`config.mk`:
```
export PLATFORM = sky130hd
export DESIGN_NAME = ast_transmitter
export DESIGN_NICKNAME = d
export VERILOG_FILES = /design/src/rtl/ast_pkg.sv /design/src/rtl/ast_transmitter.sv
export SDC_FILE = /design/constraint.sdc
export NUM_CORES = 1
export LEC_CHECK = 0
export ABC_AREA = 0
export BUFFER_PORTS_ARGS = -buffer_cell sky130_fd_sc_hd__buf_2
export CORE_MARGIN = 4
export CORE_UTILIZATION = 35
export CTS_CLUSTER_SIZE = 30
export DETAILED_ROUTE_END_ITERATION = 6
export PLACE_DENSITY_LB_ADDON = 0.15
export SYNTH_ARGS = -nofsm -noshare
export SYNTH_HDL_FRONTEND = slang
export SYNTH_SLANG_ARGS = --single-unit
```
`constraint.sdc`:
```
create_clock -name i_core_clk -period 5.25 [get_ports i_core_clk]
set_clock_uncertainty 0.15 [all_clocks]
set_input_delay 0.2625 -clock i_core_clk [delete_from_list [all_inputs] [get_ports i_core_clk]]
set_output_delay 0.2625 -clock i_core_clk [all_outputs]
set_load 0.02 [all_outputs]
```
`src/rtl/ast_pkg.sv`:
```
/*
 * Package for the asynchronous serial transmitter: register byte offsets,
 * bit positions of control fields, reset values, state codes and timing.
 * Assumes a single 100 MHz core clock and an AXI4-Lite register bus.
 */
package ast_pkg;

    // Register byte offsets on the AXI4-Lite bus
    localparam logic [4:0] AST_OFF_TXSTA  = 5'h00;  // Transmit status/control
    localparam logic [4:0] AST_OFF_RCSTA  = 5'h04;  // Receive status/control
    localparam logic [4:0] AST_OFF_BAUDC  = 5'h08;  // Baud control
    localparam logic [4:0] AST_OFF_BRGL   = 5'h0c;  // Divisor low byte
    localparam logic [4:0] AST_OFF_HIGH_SPEED_BAUD   = 5'h10;  // Divisor high byte
    localparam logic [4:0] AST_OFF_TXDATA = 5'h14;  // Transmit buffer
    localparam logic [4:0] AST_OFF_FLAGS  = 5'h18;  // Buffer free flag / irq enable

    // transmit_status_control fields
    localparam int AST_TX_SYNC   = 4;   // Synchronous select
    localparam int AST_TX_EN     = 5;   // Transmit enable
    localparam int AST_TX_NINE   = 6;   // Nine bit transmit
    localparam int AST_TX_HIGHSP = 2;   // High speed baud
    localparam int AST_TX_EMPTY  = 1;   // Shifter empty (read only)
    localparam int AST_TX_D9     = 0;   // Ninth transmit bit
    localparam logic [7:0] AST_TX_WMASK = 8'hfd;  // Bits software may write

    // receive_status_control fields
    localparam int AST_RC_PEN    = 7;   // Port enable
    // baud_control fields
    localparam int AST_BC_INV    = 4;   // Transmit invert
    localparam int AST_BC_WIDE   = 3;   // Wide baud divider
    // flags register fields
    localparam int AST_FL_FREE   = 0;   // Buffer free flag (read only)
    localparam int AST_FL_IRQEN  = 1;   // Transmit irq enable

    // Reset values
    localparam logic [7:0] AST_RST_TXSTA = 8'h02;   // Shifter reads empty
    localparam logic [7:0] AST_RST_BYTE  = 8'h00;

    // Frame geometry
    localparam logic [3:0] AST_BITS_8    = 4'h9;    // Start + 8 data
    localparam logic [3:0] AST_BITS_9    = 4'ha;    // Start + 9 data

    // Flag settling: valid in third cycle after a buffer write
    localparam logic [1:0] AST_FREE_LAG  = 2'h2;

    // AXI responses
    localparam logic [1:0] AST_RESP_OK   = 2'h0;
    localparam logic [1:0] AST_RESP_ERR  = 2'h2;

    // Shifter states, one-hot
    typedef enum logic [2:0] {
        AST_IDLE  = 3'b001,
        AST_SHIFT = 3'b010,
        AST_STOP  = 3'b100
    } ast_state_t;

endpackage

```
`src/rtl/ast_transmitter.sv`:
```
/*
 * Asynchronous serial transmitter: one-deep transmit buffer, shifter,
 * baud divider and AXI4-Lite register slave.
 * Assumes one core clock; the remote receiver samples o_serial_out.
 */
// Notes on behaviour
// - Idle line sits at mark level
// - Frame: start, 8/9 data, stop, NRZ
// - Each bit lasts one baud period
// - Data bits go out LSB first
// - Shares format and rate; no parity
// - Active only when enabled, async, port on
// - Port enable drives the serial pin
// - Enabling transmit sets buffer free flag
// - Buffer write loads empty shifter next cycle
// - Queued character waits for previous stop
// - Frame starts right after shifter load
// - Invert flips idle and data polarity
// - Invert acts in async mode only
// - Free flag clear while queued or disabled
// - Free flag settles two cycles, read only
// - Irq enable does not gate flag
// - Shifter empty clears on load, no irq
// - Nine bit mode sends ninth bit last
// - Ninth bit written before buffer data
`timescale 1ns/1ps

module ast_transmitter (
    input  wire logic        i_core_clk,     // Core clock
    input  wire logic        i_rst,          // Async reset, active high
    input  wire logic [4:0]  i_awaddr,       // AXI write address
    input  wire logic        i_awvalid,
    output logic             o_awready,
    input  wire logic [31:0] i_wdata,        // AXI write data
    input  wire logic [3:0]  i_wstrb,
    input  wire logic        i_wvalid,
    output logic             o_wready,
    output logic [1:0]       o_bresp,        // AXI write response
    output logic             o_bvalid,
    input  wire logic        i_bready,
    input  wire logic [4:0]  i_araddr,       // AXI read address
    input  wire logic        i_arvalid,
    output logic             o_arready,
    output logic [31:0]      o_rdata,        // AXI read data
    output logic [1:0]       o_rresp,
    output logic             o_rvalid,
    input  wire logic        i_rready,
    output logic             o_serial_out,   // Serial data to pin
    output logic             o_serial_oe,    // Pin drive enable
    output logic             o_buffer_free   // Buffer free flag level
);
    import ast_pkg::*;

    // Registers
    logic [7:0]  txsta_q;        // transmit_status_control
    logic [7:0]  rcsta_q;        // receive_status_control
    logic [7:0]  baudc_q;        // baud_control
    logic [7:0]  brgl_q;         // baud_divisor_low
    logic [7:0]  high_speed_baud_q;         // baud_divisor_high
    logic [7:0]  txbuf_q;        // transmit_buffer
    logic        txbuf9_q;       // Ninth bit captured with buffer
    logic        full_q;         // Buffer holds a character
    logic        irqen_q;        // transmit_irq_enable
    logic [1:0]  lag_q;          // Settling counter for flag
    logic        free_q;         // transmit_buffer_free_flag
    logic [8:0]  shift_q;        // transmit_shifter
    logic [3:0]  bits_q;         // Bits left incl. start
    logic        line_q;         // Uninverted line level
    logic [15:0] baud_q;         // Baud divider count
    logic        empty_q;        // shifter_empty
    ast_state_t  state_q;        // Shifter state

    // AXI write channel holding
    logic        aw_have_q;
    logic        w_have_q;
    logic [4:0]  aw_addr_q;
    logic [31:0] w_data_q;
    logic [3:0]  w_strb_q;

    // Decoded controls
    wire active   = txsta_q[AST_TX_EN] & ~txsta_q[AST_TX_SYNC]
                    & rcsta_q[AST_RC_PEN];
    wire nine     = txsta_q[AST_TX_NINE];
    wire [15:0] div_val = baudc_q[AST_BC_WIDE] ? {high_speed_baud_q, brgl_q}
                                               : {8'h00, brgl_q};
    wire baud_tick = (baud_q == 16'h0000);               // End of one bit period
    wire load      = active & full_q & (state_q == AST_IDLE);

    // Write path decode
    wire wr_go     = aw_have_q & w_have_q & ~o_bvalid;
    wire wr_ok     = (aw_addr_q <= AST_OFF_FLAGS) & (aw_addr_q[1:0] == 2'b00);
    wire wr_txsta  = wr_go & (aw_addr_q == AST_OFF_TXSTA)  & w_strb_q[0];
    wire wr_rcsta  = wr_go & (aw_addr_q == AST_OFF_RCSTA)  & w_strb_q[0];
    wire wr_baudc  = wr_go & (aw_addr_q == AST_OFF_BAUDC)  & w_strb_q[0];
    wire wr_brgl   = wr_go & (aw_addr_q == AST_OFF_BRGL)   & w_strb_q[0];
    wire wr_high_speed_baud   = wr_go & (aw_addr_q == AST_OFF_HIGH_SPEED_BAUD)   & w_strb_q[0];
    wire wr_txdata = wr_go & (aw_addr_q == AST_OFF_TXDATA) & w_strb_q[0];
    wire wr_flags  = wr_go & (aw_addr_q == AST_OFF_FLAGS)  & w_strb_q[0];
    wire [7:0] wb  = w_data_q[7:0];

    // AXI handshake outputs
    assign o_awready = ~aw_have_q;
    assign o_wready  = ~w_have_q;
    assign o_arready = ~o_rvalid;

    // Read mux
    wire [7:0] rd_byte =
        (i_araddr == AST_OFF_TXSTA)  ? txsta_q :
        (i_araddr == AST_OFF_RCSTA)  ? rcsta_q :
        (i_araddr == AST_OFF_BAUDC)  ? baudc_q :
        (i_araddr == AST_OFF_BRGL)   ? brgl_q  :
        (i_araddr == AST_OFF_HIGH_SPEED_BAUD)   ? high_speed_baud_q  :
        (i_araddr == AST_OFF_TXDATA) ? txbuf_q :
        (i_araddr == AST_OFF_FLAGS)  ? {6'h00, irqen_q, free_q} : 8'h00;
    wire rd_ok = (i_araddr <= AST_OFF_FLAGS) & (i_araddr[1:0] == 2'b00);

    // Capture write address and data in either order
    always_ff @(posedge i_core_clk or posedge i_rst)
    begin
        if (i_rst)
        begin
            aw_have_q <= 1'b0;
            w_have_q  <= 1'b0;
            aw_addr_q <= 5'h00;
            w_data_q  <= 32'h0000_0000;
            w_strb_q  <= 4'h0;
        end
        else
        begin
            if (i_awvalid & o_awready)
            begin
                aw_have_q <= 1'b1;
                aw_addr_q <= i_awaddr;
            end
            else if (wr_go)
                aw_have_q <= 1'b0;
            if (i_wvalid & o_wready)
            begin
                w_have_q <= 1'b1;
                w_data_q <= i_wdata;
                w_strb_q <= i_wstrb;
            end
            else if (wr_go)
                w_have_q <= 1'b0;
        end
    end

    // Write response and read data channels
    always_ff @(posedge i_core_clk or posedge i_rst)
    begin
        if (i_rst)
        begin
            o_bvalid <= 1'b0;
            o_bresp  <= AST_RESP_OK;
            o_rvalid <= 1'b0;
            o_rresp  <= AST_RESP_OK;
            o_rdata  <= 32'h0000_0000;
        end
        else
        begin
            if (wr_go)
            begin
                o_bvalid <= 1'b1;
                o_bresp  <= wr_ok ? AST_RESP_OK : AST_RESP_ERR;
            end
            else if (i_bready)
                o_bvalid <= 1'b0;
            if (i_arvalid & o_arready)
            begin
                o_rvalid <= 1'b1;
                o_rdata  <= {24'h000000, rd_byte};
                o_rresp  <= rd_ok ? AST_RESP_OK : AST_RESP_ERR;
            end
            else if (i_rready)
                o_rvalid <= 1'b0;
        end
    end

    // Control registers; shifter_empty bit is hardware owned
    always_ff @(posedge i_core_clk or posedge i_rst)
    begin
        if (i_rst)
        begin
            txsta_q <= AST_RST_TXSTA;
            rcsta_q <= AST_RST_BYTE;
            baudc_q <= AST_RST_BYTE;     // Invert defaults to 0
            brgl_q  <= AST_RST_BYTE;
            high_speed_baud_q  <= AST_RST_BYTE;
            irqen_q <= 1'b0;
        end
        else
        begin
            if (wr_txsta)
                txsta_q <= (wb & AST_TX_WMASK) | (txsta_q & ~AST_TX_WMASK);
            else
                txsta_q[AST_TX_EMPTY] <= empty_q;
            if (wr_rcsta)
                rcsta_q <= wb;
            if (wr_baudc)
                baudc_q <= wb;
            if (wr_brgl)
                brgl_q <= wb;
            if (wr_high_speed_baud)
                high_speed_baud_q <= wb;
            if (wr_flags)
                irqen_q <= wb[AST_FL_IRQEN];        // Gates nothing here
        end
    end

    // One-deep transmit buffer with ninth bit
    always_ff @(posedge i_core_clk or posedge i_rst)
    begin
        if (i_rst)
        begin
            txbuf_q  <= AST_RST_BYTE;
            txbuf9_q <= 1'b0;
            full_q   <= 1'b0;
        end
        else
        begin
            if (wr_txdata)
            begin
                txbuf_q  <= wb;
                txbuf9_q <= txsta_q[AST_TX_D9];
                full_q   <= 1'b1;
            end
            else if (load | ~txsta_q[AST_TX_EN])
                full_q <= 1'b0;
        end
    end

    // Buffer free flag, settling two cycles after a write
    always_ff @(posedge i_core_clk or posedge i_rst)
    begin
        if (i_rst)
        begin
            lag_q  <= 2'h0;
            free_q <= 1'b0;
        end
        else
        begin
            if (wr_txdata)
                lag_q <= AST_FREE_LAG - 2'h1;
            else if (lag_q != 2'h0)
                lag_q <= lag_q - 2'h1;
            if (~txsta_q[AST_TX_EN])
                free_q <= 1'b0;
            else if (wr_txdata | (lag_q != 2'h0))
                free_q <= free_q;                   // Hold until settled
            else
                free_q <= ~full_q;
        end
    end

    // Shifter, baud timing and frame sequencing
    always_ff @(posedge i_core_clk or posedge i_rst)
    begin
        if (i_rst)
        begin
            state_q <= AST_IDLE;
            shift_q <= 9'h000;
            bits_q  <= 4'h0;
            line_q  <= 1'b1;
            baud_q  <= 16'h0000;
            empty_q <= 1'b1;
        end
        else
        begin
            case (state_q)
                AST_IDLE:
                begin
                    line_q <= 1'b1;                 // Mark while idle
                    if (load)
                    begin
                        shift_q <= {txbuf9_q, txbuf_q};
                        bits_q  <= nine ? AST_BITS_9 : AST_BITS_8;  // No parity
                        line_q  <= 1'b0;            // Start bit now
                        baud_q  <= div_val;
                        empty_q <= 1'b0;
                        state_q <= AST_SHIFT;
                    end
                end
                AST_SHIFT:
                begin
                    if (~active)
                        state_q <= AST_IDLE;
                    else if (baud_tick)
                    begin
                        baud_q  <= div_val;
                        bits_q  <= bits_q - 4'h1;
                        if (bits_q == 4'h1)
                        begin
                            line_q  <= 1'b1;        // Stop bit
                            state_q <= AST_STOP;
                        end
                        else
                        begin
                            line_q  <= shift_q[0];  // LSB first
                            shift_q <= {1'b0, shift_q[8:1]};
                        end
                    end
                    else
                        baud_q <= baud_q - 16'h0001;
                end
                AST_STOP:
                begin
                    if (~active | baud_tick)
                    begin
                        empty_q <= ~(full_q & active);  // Back to back keeps busy
                        state_q <= AST_IDLE;
                    end
                    else
                        baud_q <= baud_q - 16'h0001;
                end
                default:
                    state_q <= AST_IDLE;
            endcase
            if (state_q == AST_IDLE & ~load)
                empty_q <= 1'b1;
        end
    end

    // Pin outputs; inversion applies only in async mode
    assign o_serial_oe   = rcsta_q[AST_RC_PEN];
    assign o_serial_out  = line_q ^ (baudc_q[AST_BC_INV]
                                     & ~txsta_q[AST_TX_SYNC]);
    assign o_buffer_free = free_q;
endmodule

```
==> metrics.cfg, run 1 <==
[grt]
antenna_found_initial = 0
grt_first_pass_wirelength_um = 23360
grt_usage_pct = 16.15
grt_pass1_vias = 4360
overflow = 0
grt_max_degree = 73

[pwr]
seqPwrFrac_pct = 44.5
power_leakage_nw = 3.171
p_comb_share_pct = 17.4
p_sw_uw = 891.3
finalPower_mw = 2.954
switching_share_pct = 30.18
p_int_mw = 2.062
powerDensity_mw_per_mm2 = 425.8
p_clk_share_pct = 38.1
ir_drop_uv = 258.2

[outcome]
status = finished, final reports clean

[sta]
tightest_slew_ns = 1.088
setup_slack_ns = 2.390
fin_crit_sh_pct = 54.48
tns_ns = 0
setup_viol = 0
maxSlewViolCount = 0
fmax_ghz = 0.3496
rsz0062_at_grt = no
min_period_ns = 2.860
max_slew_margin_pct = 27.30
hold_violations = 0

[worst_setup_path]
worst-endpoint-arrival_ns = 3.01
worstSetupPathType = reg2reg
startpoint_type = register
worst_ep_required_time_ns = 5.40
end_kind = register
cp_max_fo = 19

[detailed_routing]
drc = 0
ant_nets = 0
routedWlPerCell_um = 17.25
viasPerCell = 5.212
drt-pass1-iter-count = 4
drt_iter0_drc = 250
route.vias.total = 4300
wl_um = 14230

[yosys]
postSynthAreaPerCell_um2 = 10.89
syn_inst = 537
ys_seq_area_share_pct = 49.72
yosys_register_bits = 116
synth_edf_count = 0
synth.distinct_cells = 59
postSynth.asyncResetShare_pct = 100.0
yosysTopAreaCellShare_pct = 47.92
syn_area_mm2 = 0.005848
synth_top_flop_cell = dfrtp_1
post-synth-top-area-cell = dfrtp_1
yosys-top-cells-area = dfrtp_1 (48%), mux2_2 (12%), mux2i_1 (4.8%), o21ai_0 (3.7%), buf_4 (3.5%)
yosys_warnings = 0

[placed_design]
dp.cells = 772
dp_hpwl_um = 9760
pre_cts_ws_ns = 2.423
gp_congestion = 0.8280
io_buffers = 43

[finish]
area_delta_synth_final_pct = 18.61
nets = 654
final_common_cell = dfrtp_1
fillers = 1545
n_antenna_cell = 0
multi_input_area_mm2 = 0.002658
drive_gt1_share_pct = 25.45
most-common-layout-cells = dfrtp_1 (112), mux2_2 (63), nand2_1 (46)
regArea_mm2 = 0.002908
fin_cells = 825

[clocking]
cts.sinks = 116
root_buffer = clkbuf_16
cts_made_buffers = 17
cts_tree = yes
h-tree-depth = 4
clk-insertion-delay-late_ns = 0.42
clockBufferDepth = 2
path_clk_slew_ns = 0.06
post-cts-setup-buffers = 0

[floorplanning]
dieArea_mm2 = 0.01884
die_y_um = 137.3
die_x_um = 137.3
num_rows = 46
start_util_pct = 36.29
core_region_area_mm2 = 0.01612
io_pins = 97

[min_path]
hold_class = in2reg

[job]
cap_violations = 0

==> critical path: stages, from the launching register on <==
cell      delay [ns]
dfrtp_1         0.48
nor4_2          0.43
nand4_1         0.43
a31o_2          0.53
clkinv_2        0.28
o21ai_0         0.14
a221o_1         0.29
==> path summary, 6_finish.rpt <==
kind / startpoint / endpoint / slack (ns) / depth (start not counted)
setup / recovery: baud_q[6] / baud_q[10] / 2.39 / 6
max in group asynchronous: i_rst / baud_q[7] / 3.34 / 4
setup reg to reg: baud_q[6] / baud_q[10] / 2.39 / 6
hold / removal: i_araddr[1] / o_rdata[7] / 0.03 / 4
hold reg to reg: o_rresp[1] / o_rresp[1] / 0.32 / 1
min in group asynchronous: i_rst / w_have_q / 0.43 / 3
==> cells by family after synthesis <==
logic type | after synthesis | share of synthesized area, %
flops | 116 | 49.72
buf+inv | 71 | 6.525
compound gates | 103 | 11.36
simple gates | 145 | 13.35
mux | 92 | 17.31
xor+xnor | 4 | 0.5992
fa+ha+maj | 5 | 1.070
other cells | 1 | 0.06412
==> area by class of cell <==
| class | count | share of cell area (%) |
|---|---|---|
| tap | 216 | 3.896 |
| sequential | 116 | 41.92 |
| clock buffer | 19 | 6.385 |
| multi-input combinational | 375 | 38.31 |
| timing repair buffer | 67 | 6.457 |
| clock inverter | 13 | 1.948 |
| inverter | 19 | 1.082 |
==> power groups by stage <==
stage                     Clock, mW  Combinational, mW  Sequential, mW
after floorplan                   0              0.414            1.24
after CTS                      1.15              0.524            1.31
after global placement            0              0.495            1.32
after global routing           1.19              0.578            1.35
after detailed placement          0              0.511            1.33
final                          1.13              0.514            1.31
==> what timing repair did <==
item                                    CTS  global route
resized for setup                         0             0
endpoints found under the setup margin    0             0
hold endpoints to repair                 89             0
hold buffers                             21             0
==> cell usage after synthesis, drive strengths merged (2+ instances only) <==
library cell / count
nand4: 3
and2: 3
a21o: 5
o21ai: 43
a31oi: 4
nor2b: 6
dfrtp: 112
a21oi: 12
o221ai: 2
nor3: 12
nand3b: 6
nand2b: 3
mux2i: 28
nand3: 10
o32a: 3
nor3b: 5
xnor2: 2
nor4b: 4
dfstp: 4
a22oi: 2
or4: 2
a221o: 4
and3: 5
clkbuf: 18
ha: 5
inv: 18
o22ai: 2
o2bb2ai: 3
buf: 34
o211ai: 6
nor4: 11
or3: 4
o21a: 2
and4: 2
and3b: 2
nor2: 19
a211oi: 4
nand2: 46
a22o: 4
xor2: 2
mux2: 63
==> registers in the layout, summed over array words and instances, names as in the netlist, 2 cells and up <==
signal and count:
brgl_q 8, rcsta_q 8, baud_q 16, o_rdata 8, state_q 3, high_speed_baud_q 8, bits_q 4, shift_q 9
txbuf_q 8, baudc_q 8, aw_addr_q 5, lag_q 2, txsta_q 8, w_data_q 8
==> metal layers <==
metal	up-vias	global-route usage, %	share of wire (%)
li1	2035	-	-
met1	2118	22.44	47
met2	125	24.39	46
met3	22	4.346	5.1
met4	0	5.488	1.4
met5	-	0	0
==> metrics by stage <==
step	instance area (µm²)	hold WS, ns	util (%)
global placement	6148	0.2974	38.15
floorplan	5942	0.2081	-
CTS	6937	0.01210	43.04
global route	6937	0.05320	43.04
finish	6937	0.02573	43.04
detailed placement	6148	0.3129	38.15
Power figures use the tool's default switching activity.
==> run 2: changes to the inputs <==
==> constraint.sdc (replaced) <==
create_clock -name i_core_clk -period 2.4 [get_ports i_core_clk]
set_clock_uncertainty 0.15 [all_clocks]
set_input_delay 0.12 -clock i_core_clk [delete_from_list [all_inputs] [get_ports i_core_clk]]
set_output_delay 0.12 -clock i_core_clk [all_outputs]
set_load 0.02 [all_outputs]
==> run 2 against run 1 <==
Critical path depth fell by 1; count of clock-buffer cells in the layout did not move; non-clock buffer count rose by 37; power rose by 120%; combinational power rose by 120%; cell count rose by 4.5%; global-route usage rose by 0.20 points; clock power rose by 120%; via count rose by 1.0%; maximum frequency rose by 22%; highest routed layer unchanged.
==> metrics.cfg, run 2 (synthesized netlist as in run 1, its figures left out) <==
[clocking]
path_clk_slew_ns = 0.06
cts_made_buffers = 17
root_buffer = clkbuf_16
cts.sinks = 116
clockBufferDepth = 2
h-tree-depth = 4
cts_tree = yes
clk-insertion-delay-late_ns = 0.42

[floorplanning]
io_pins = 97
start_util_pct = 36.29
die_x_um = 137.3
dieArea_mm2 = 0.01884
core_region_area_mm2 = 0.01612
die_y_um = 137.3
num_rows = 46

[sta]
min_period_ns = 2.339
max_slew_margin_pct = 56.09
rsz0062_at_grt = yes
setup_viol = 0
hold_violations = 0
tightest_slew_ns = 0.6587
tns_ns = 0
maxSlewViolCount = 0
setup_slack_ns = 0.06077
fmax_ghz = 0.4275
fin_crit_sh_pct = 97.47

[grt]
antenna_found_initial = 0
grt_usage_pct = 16.35
grt_first_pass_wirelength_um = 23520
grt_max_degree = 117
overflow = 0
grt_pass1_vias = 4391

[finish]
reg_top3 = baud_q (16), shift_q (9)
final_core_util_pct = 45.36
drive_gt1_share_pct = 30.19
largest_reg_flops = 16
n_antenna_cell = 0
final_common_cell = dfrtp_1
area_delta_synth_final_pct = 25.01
most-common-layout-cells = dfrtp_1 (112), mux2_2 (63), nand2_1 (46)
regMostFlops = baud_q
nets = 691

[worst_setup_path]
worst_ep_required_time_ns = 2.61
crit_top_cell = or4_4
worst-endpoint-arrival_ns = 2.55
cpMaxStageDelayCell = or4_4
cpPeakStageDelay_ns = 0.57
timing.critical_path.buf_inv = 0
reg2reg_slack_ns = 0.06
startpoint_type = register
worstSetupEndpoint = baud_q[12]
reg2regPathDepth = 5
cp_max_fo = 4
cp.depth = 5
r2r_start = baud_q[7]
rr_endpoint = baud_q[12]
end_kind = register
cp-startpoint = baud_q[7]
worstPathCellList = or4_4 -> or4_4 -> or3_1 -> mux2i_1 -> a22o_1
critPathTopFamily = simple AND/OR/NAND/NOR gates
worstSetupPathType = reg2reg

[detailed_routing]
wl_um = 14440
routedWlPerCell_um = 16.75
route.vias.total = 4345
wl_met2_um = 6778
drt-pass1-iter-count = 5
drt_iter0_drc = 349
routedLengthMet1_um = 6872
ant_nets = 0
viasPerCell = 5.041
wl_met3_um = 574
routed.top_layer = met4
drc = 0

[placed_design]
gp_congestion = 0.8602
dp_hpwl_um = 10090
io_buffers = 43
pre_cts_ws_ns = 0.04920

[outcome]
status = finished, final reports clean

[pwr]
power_leakage_nw = 3.378
powerDensity_mw_per_mm2 = 898.8
ir_drop_uv = 593.0
finalPower_mw = 6.571

[min_path]
hold_class = in2reg

[job]
cap_violations = 0

run 2: cell types whose count changed in the layout (fill, tap and decap cells not counted), moves of 2 or more:
cell	delta
buf_12	+3
nor4b_2	+2
nor4b_1	-2
clkinv_4	-2
dlygate4sd3_1	+2
inv_6	+5
clkinvlp_4	+3
buf_4	+32
clkinv_2	-5
run 2: report_power, final:
group | internal (mW) | leakage, nW | switching [mW] | total [mW]
clock network | 1.59 | 0.283 | 0.951 | 2.54
registers | 2.39 | 1.54 | 0.487 | 2.88
logic | 0.592 | 1.56 | 0.559 | 1.15
run 2: what timing repair did:
action / 4_1_cts / 5_1_grt
endpoints found under the hold margin: 138 / 0
hold buffers: 23 / 0
resized for setup: 0 / 7
endpoints found under the setup margin: 0 / 27
setup buffers: 0 / 0
run 2: metrics by stage:
step	std cells	area [µm²]	hold slack, ns
final	862	7311	0.1346
after global routing	862	7311	0.1858
after CTS	862	7281	0.1233
after detailed placement	807	6450	0.1785
after global placement	807	6450	0.1549
after floorplan	562	5946	0.06560
run 2: tightest hold or removal path, stage by stage:
cell and delay, ns:
buf_2 0.24, o21ai_0 0.22, o21ai_0 0.07
run 2: final cells by class:
cell class | instances | area, µm²
Clock buffer | 19 | 452.9
Clock inverter | 13 | 147.6
Fill cell | 1495 | 8805
Inverter | 19 | 80.08
Multi-Input combinational cell | 375 | 2684
Sequential cell | 116 | 2908
Tap cell | 216 | 270.3
Timing Repair Buffer | 104 | 768.2
run 2: worst min-delay path by stage:
stage | end | from | slack, ns | cells after the start
detailed placement | o_rdata[0] | i_araddr[0] | 0.18 | 2
finish | o_rdata[2] | i_araddr[2] | 0.13 | 3
CTS | o_rdata[2] | i_araddr[2] | 0.12 | 3
global placement | o_rvalid | i_rready | 0.15 | 2
global route | o_rdata[2] | i_araddr[2] | 0.19 | 3
floorplan | o_rdata[0] | i_araddr[0] | 0.07 | 1
run 2: routing by layer:
layer  track usage [%]  up-vias
met5                 0        -
met4             4.989        0
met3             4.456       16
met2             25.20       91
met1             22.50     2140
li1                  -     2098
==> run 3: changes to the inputs <==
--- a/config.mk
+++ b/config.mk
@@ -7,6 +7,7 @@
 export LEC_CHECK = 0
 export ABC_AREA = 0
 export BUFFER_PORTS_ARGS = -buffer_cell sky130_fd_sc_hd__buf_2
+export CORE_ASPECT_RATIO = 1.1
 export CORE_MARGIN = 4
 export CORE_UTILIZATION = 35
 export CTS_CLUSTER_SIZE = 30
==> run 3 against run 2 <==
Worst setup slack worse by 0.020 ns; combinational power about the same; cell count down 1.6%; core utilization down 1.1 points; count of clock-buffer cells in the layout up 3; maximum frequency down 0.84%; sequential cell count unchanged; global-route usage up 0.16 points; sequential share of layout area up 0.34 points; critical path type unchanged; largest power group unchanged.
==> metrics.cfg, run 3 (synthesized netlist as in run 1, its figures left out) <==
[clocking]
cts_made_buffers = 17
cts_tree = yes
h-tree-depth = 4
clk-insertion-delay-late_ns = 0.41
cts.sinks = 116
path_clk_slew_ns = 0.06
root_buffer = clkbuf_16
clockBufferDepth = 2

[finish]
n_antenna_cell = 0
drive_gt1_share_pct = 29.66
regMostFlops = baud_q
postLayoutCellArea_mm2 = 0.007249
largest_reg_flops = 16
area_delta_synth_final_pct = 23.96
most-common-layout-cells = dfrtp_1 (112), mux2_2 (63), nand2_1 (46)
final_common_cell = dfrtp_1
nets = 691
reg_top3 = baud_q (16), shift_q (9)

[worst_setup_path]
crit_top_cell = or4_4
r2r_start = baud_q[7]
cp_max_fo = 4
worstPathCellList = or4_4 -> or4_4 -> or3_1 -> mux2i_1 -> a22o_1
worst_ep_required_time_ns = 2.59
timing.critical_path.buf_inv = 0
cp-startpoint = baud_q[7]
end_kind = register
rr_endpoint = baud_q[12]
critPathTopFamily = simple AND/OR/NAND/NOR gates
worstSetupEndpoint = baud_q[12]
reg2regPathDepth = 5
reg2reg_slack_ns = 0.04
worstSetupPathType = reg2reg
startpoint_type = register
cpPeakStageDelay_ns = 0.57
cpMaxStageDelayCell = or4_4
cp.depth = 5
worst-endpoint-arrival_ns = 2.55

[sta]
setup_viol = 0
hold_violations = 0
maxSlewViolCount = 0
fin_crit_sh_pct = 98.29
max_slew_margin_pct = 57.37
min_period_ns = 2.359
rsz0062_at_grt = yes
fmax_ghz = 0.4239
tightest_slew_ns = 0.6394

[grt]
antenna_found_initial = 0
grt_first_pass_wirelength_um = 24460
grt_pass1_vias = 4557
grt_max_degree = 117
overflow = 0
grt_usage_pct = 16.50

[pwr]
power_leakage_nw = 3.366
ir_drop_uv = 583.3
powerDensity_mw_per_mm2 = 902.5
finalPower_mw = 6.542

[floorplanning]
dieArea_mm2 = 0.01884
num_rows = 49
core_region_area_mm2 = 0.01637
die_x_um = 131.2
start_util_pct = 35.73
die_y_um = 143.6
io_pins = 97

[detailed_routing]
ant_nets = 0
route.vias.total = 4355
routedWlPerCell_um = 17.51
drt_iter0_drc = 260
drt-pass1-iter-count = 5
drc = 0
viasPerCell = 5.136
wl_um = 14850

[job]
cap_violations = 0

[placed_design]
dp_hpwl_um = 10380
placed_cell_area_mm2 = 0.006407
gp_congestion = 0.8922
io_buffers = 43

[outcome]
status = finished, final reports clean

[min_path]
hold_class = in2reg

run 3: changes by cell type in the layout (fill, tap and decap cells not counted), sizes merged:
cell      previous run  this run
inv                 22        17
clkbuf              19        22
clkinvlp             5         4
clkinv               3         4
run 3: what timing repair did:
action / in CTS / in global routing
hold endpoints to repair: 137 / 0
endpoints found under the setup margin: 0 / 13
setup buffers: 0 / 2
hold buffers: 23 / 0
gates resized for setup: 0 / 3
run 3: cell type report:
class                           count  area [µm²]
Clock buffer                       22       484.2
Sequential cell                   116        2908
Multi-Input combinational cell    375        2669
Inverter                           19       76.32
Timing Repair Buffer              104       755.7
Tap cell                          204       255.2
Clock inverter                      8       101.3
Fill cell                        1544        9120
run 3: layer usage:
| metal | up-vias | share of wire (%) | global-route usage, % |
|---|---|---|---|
| met5 | - | 0 | 0 |
| met4 | 0 | 0.57 | 3.980 |
| met3 | 10 | 3.2 | 4.097 |
| met2 | 83 | 50 | 28.19 |
| met1 | 2180 | 47 | 21.36 |
| li1 | 2082 | - | - |
run 3: how the worst min path moves through the flow:
stage / from / to / slack [ns] / depth (start not counted)
after floorplan: i_araddr[0] / o_rdata[0] / 0.07 / 1
after global placement: i_rready / o_rvalid / 0.15 / 2
after detailed placement: i_rready / o_rvalid / 0.16 / 2
after CTS: i_araddr[4] / o_rresp[1] / 0.13 / 4
after global routing: i_araddr[4] / o_rresp[1] / 0.18 / 4
final: i_araddr[4] / o_rresp[1] / 0.15 / 4
run 3: worst reg2reg max path, cell delays in order (launching register included):
cell	delay [ns]
dfrtp_1	0.41
or4_4	0.57
or4_4	0.54
or3_1	0.32
mux2i_1	0.16
a22o_1	0.16
run 3: where the power goes:
group	switching, mW	total, mW	internal (mW)
clock network	0.883	2.51	1.62
registers	0.488	2.88	2.39
logic	0.567	1.16	0.592
run 3: stage by stage:
step	setup TNS (ns)	std cells	hold slack, ns	setup WS, ns	utilization, %
floorplan	0	562	0.06560	0.05124	-
global placement	0	793	0.1480	0.06222	39.14
detailed placement	0	793	0.1612	0.05286	39.14
CTS	0	846	0.1342	0.03916	44.13
global route	-0.03325	848	0.1825	-0.02820	44.29
finish	0	848	0.1461	0.04107	44.29
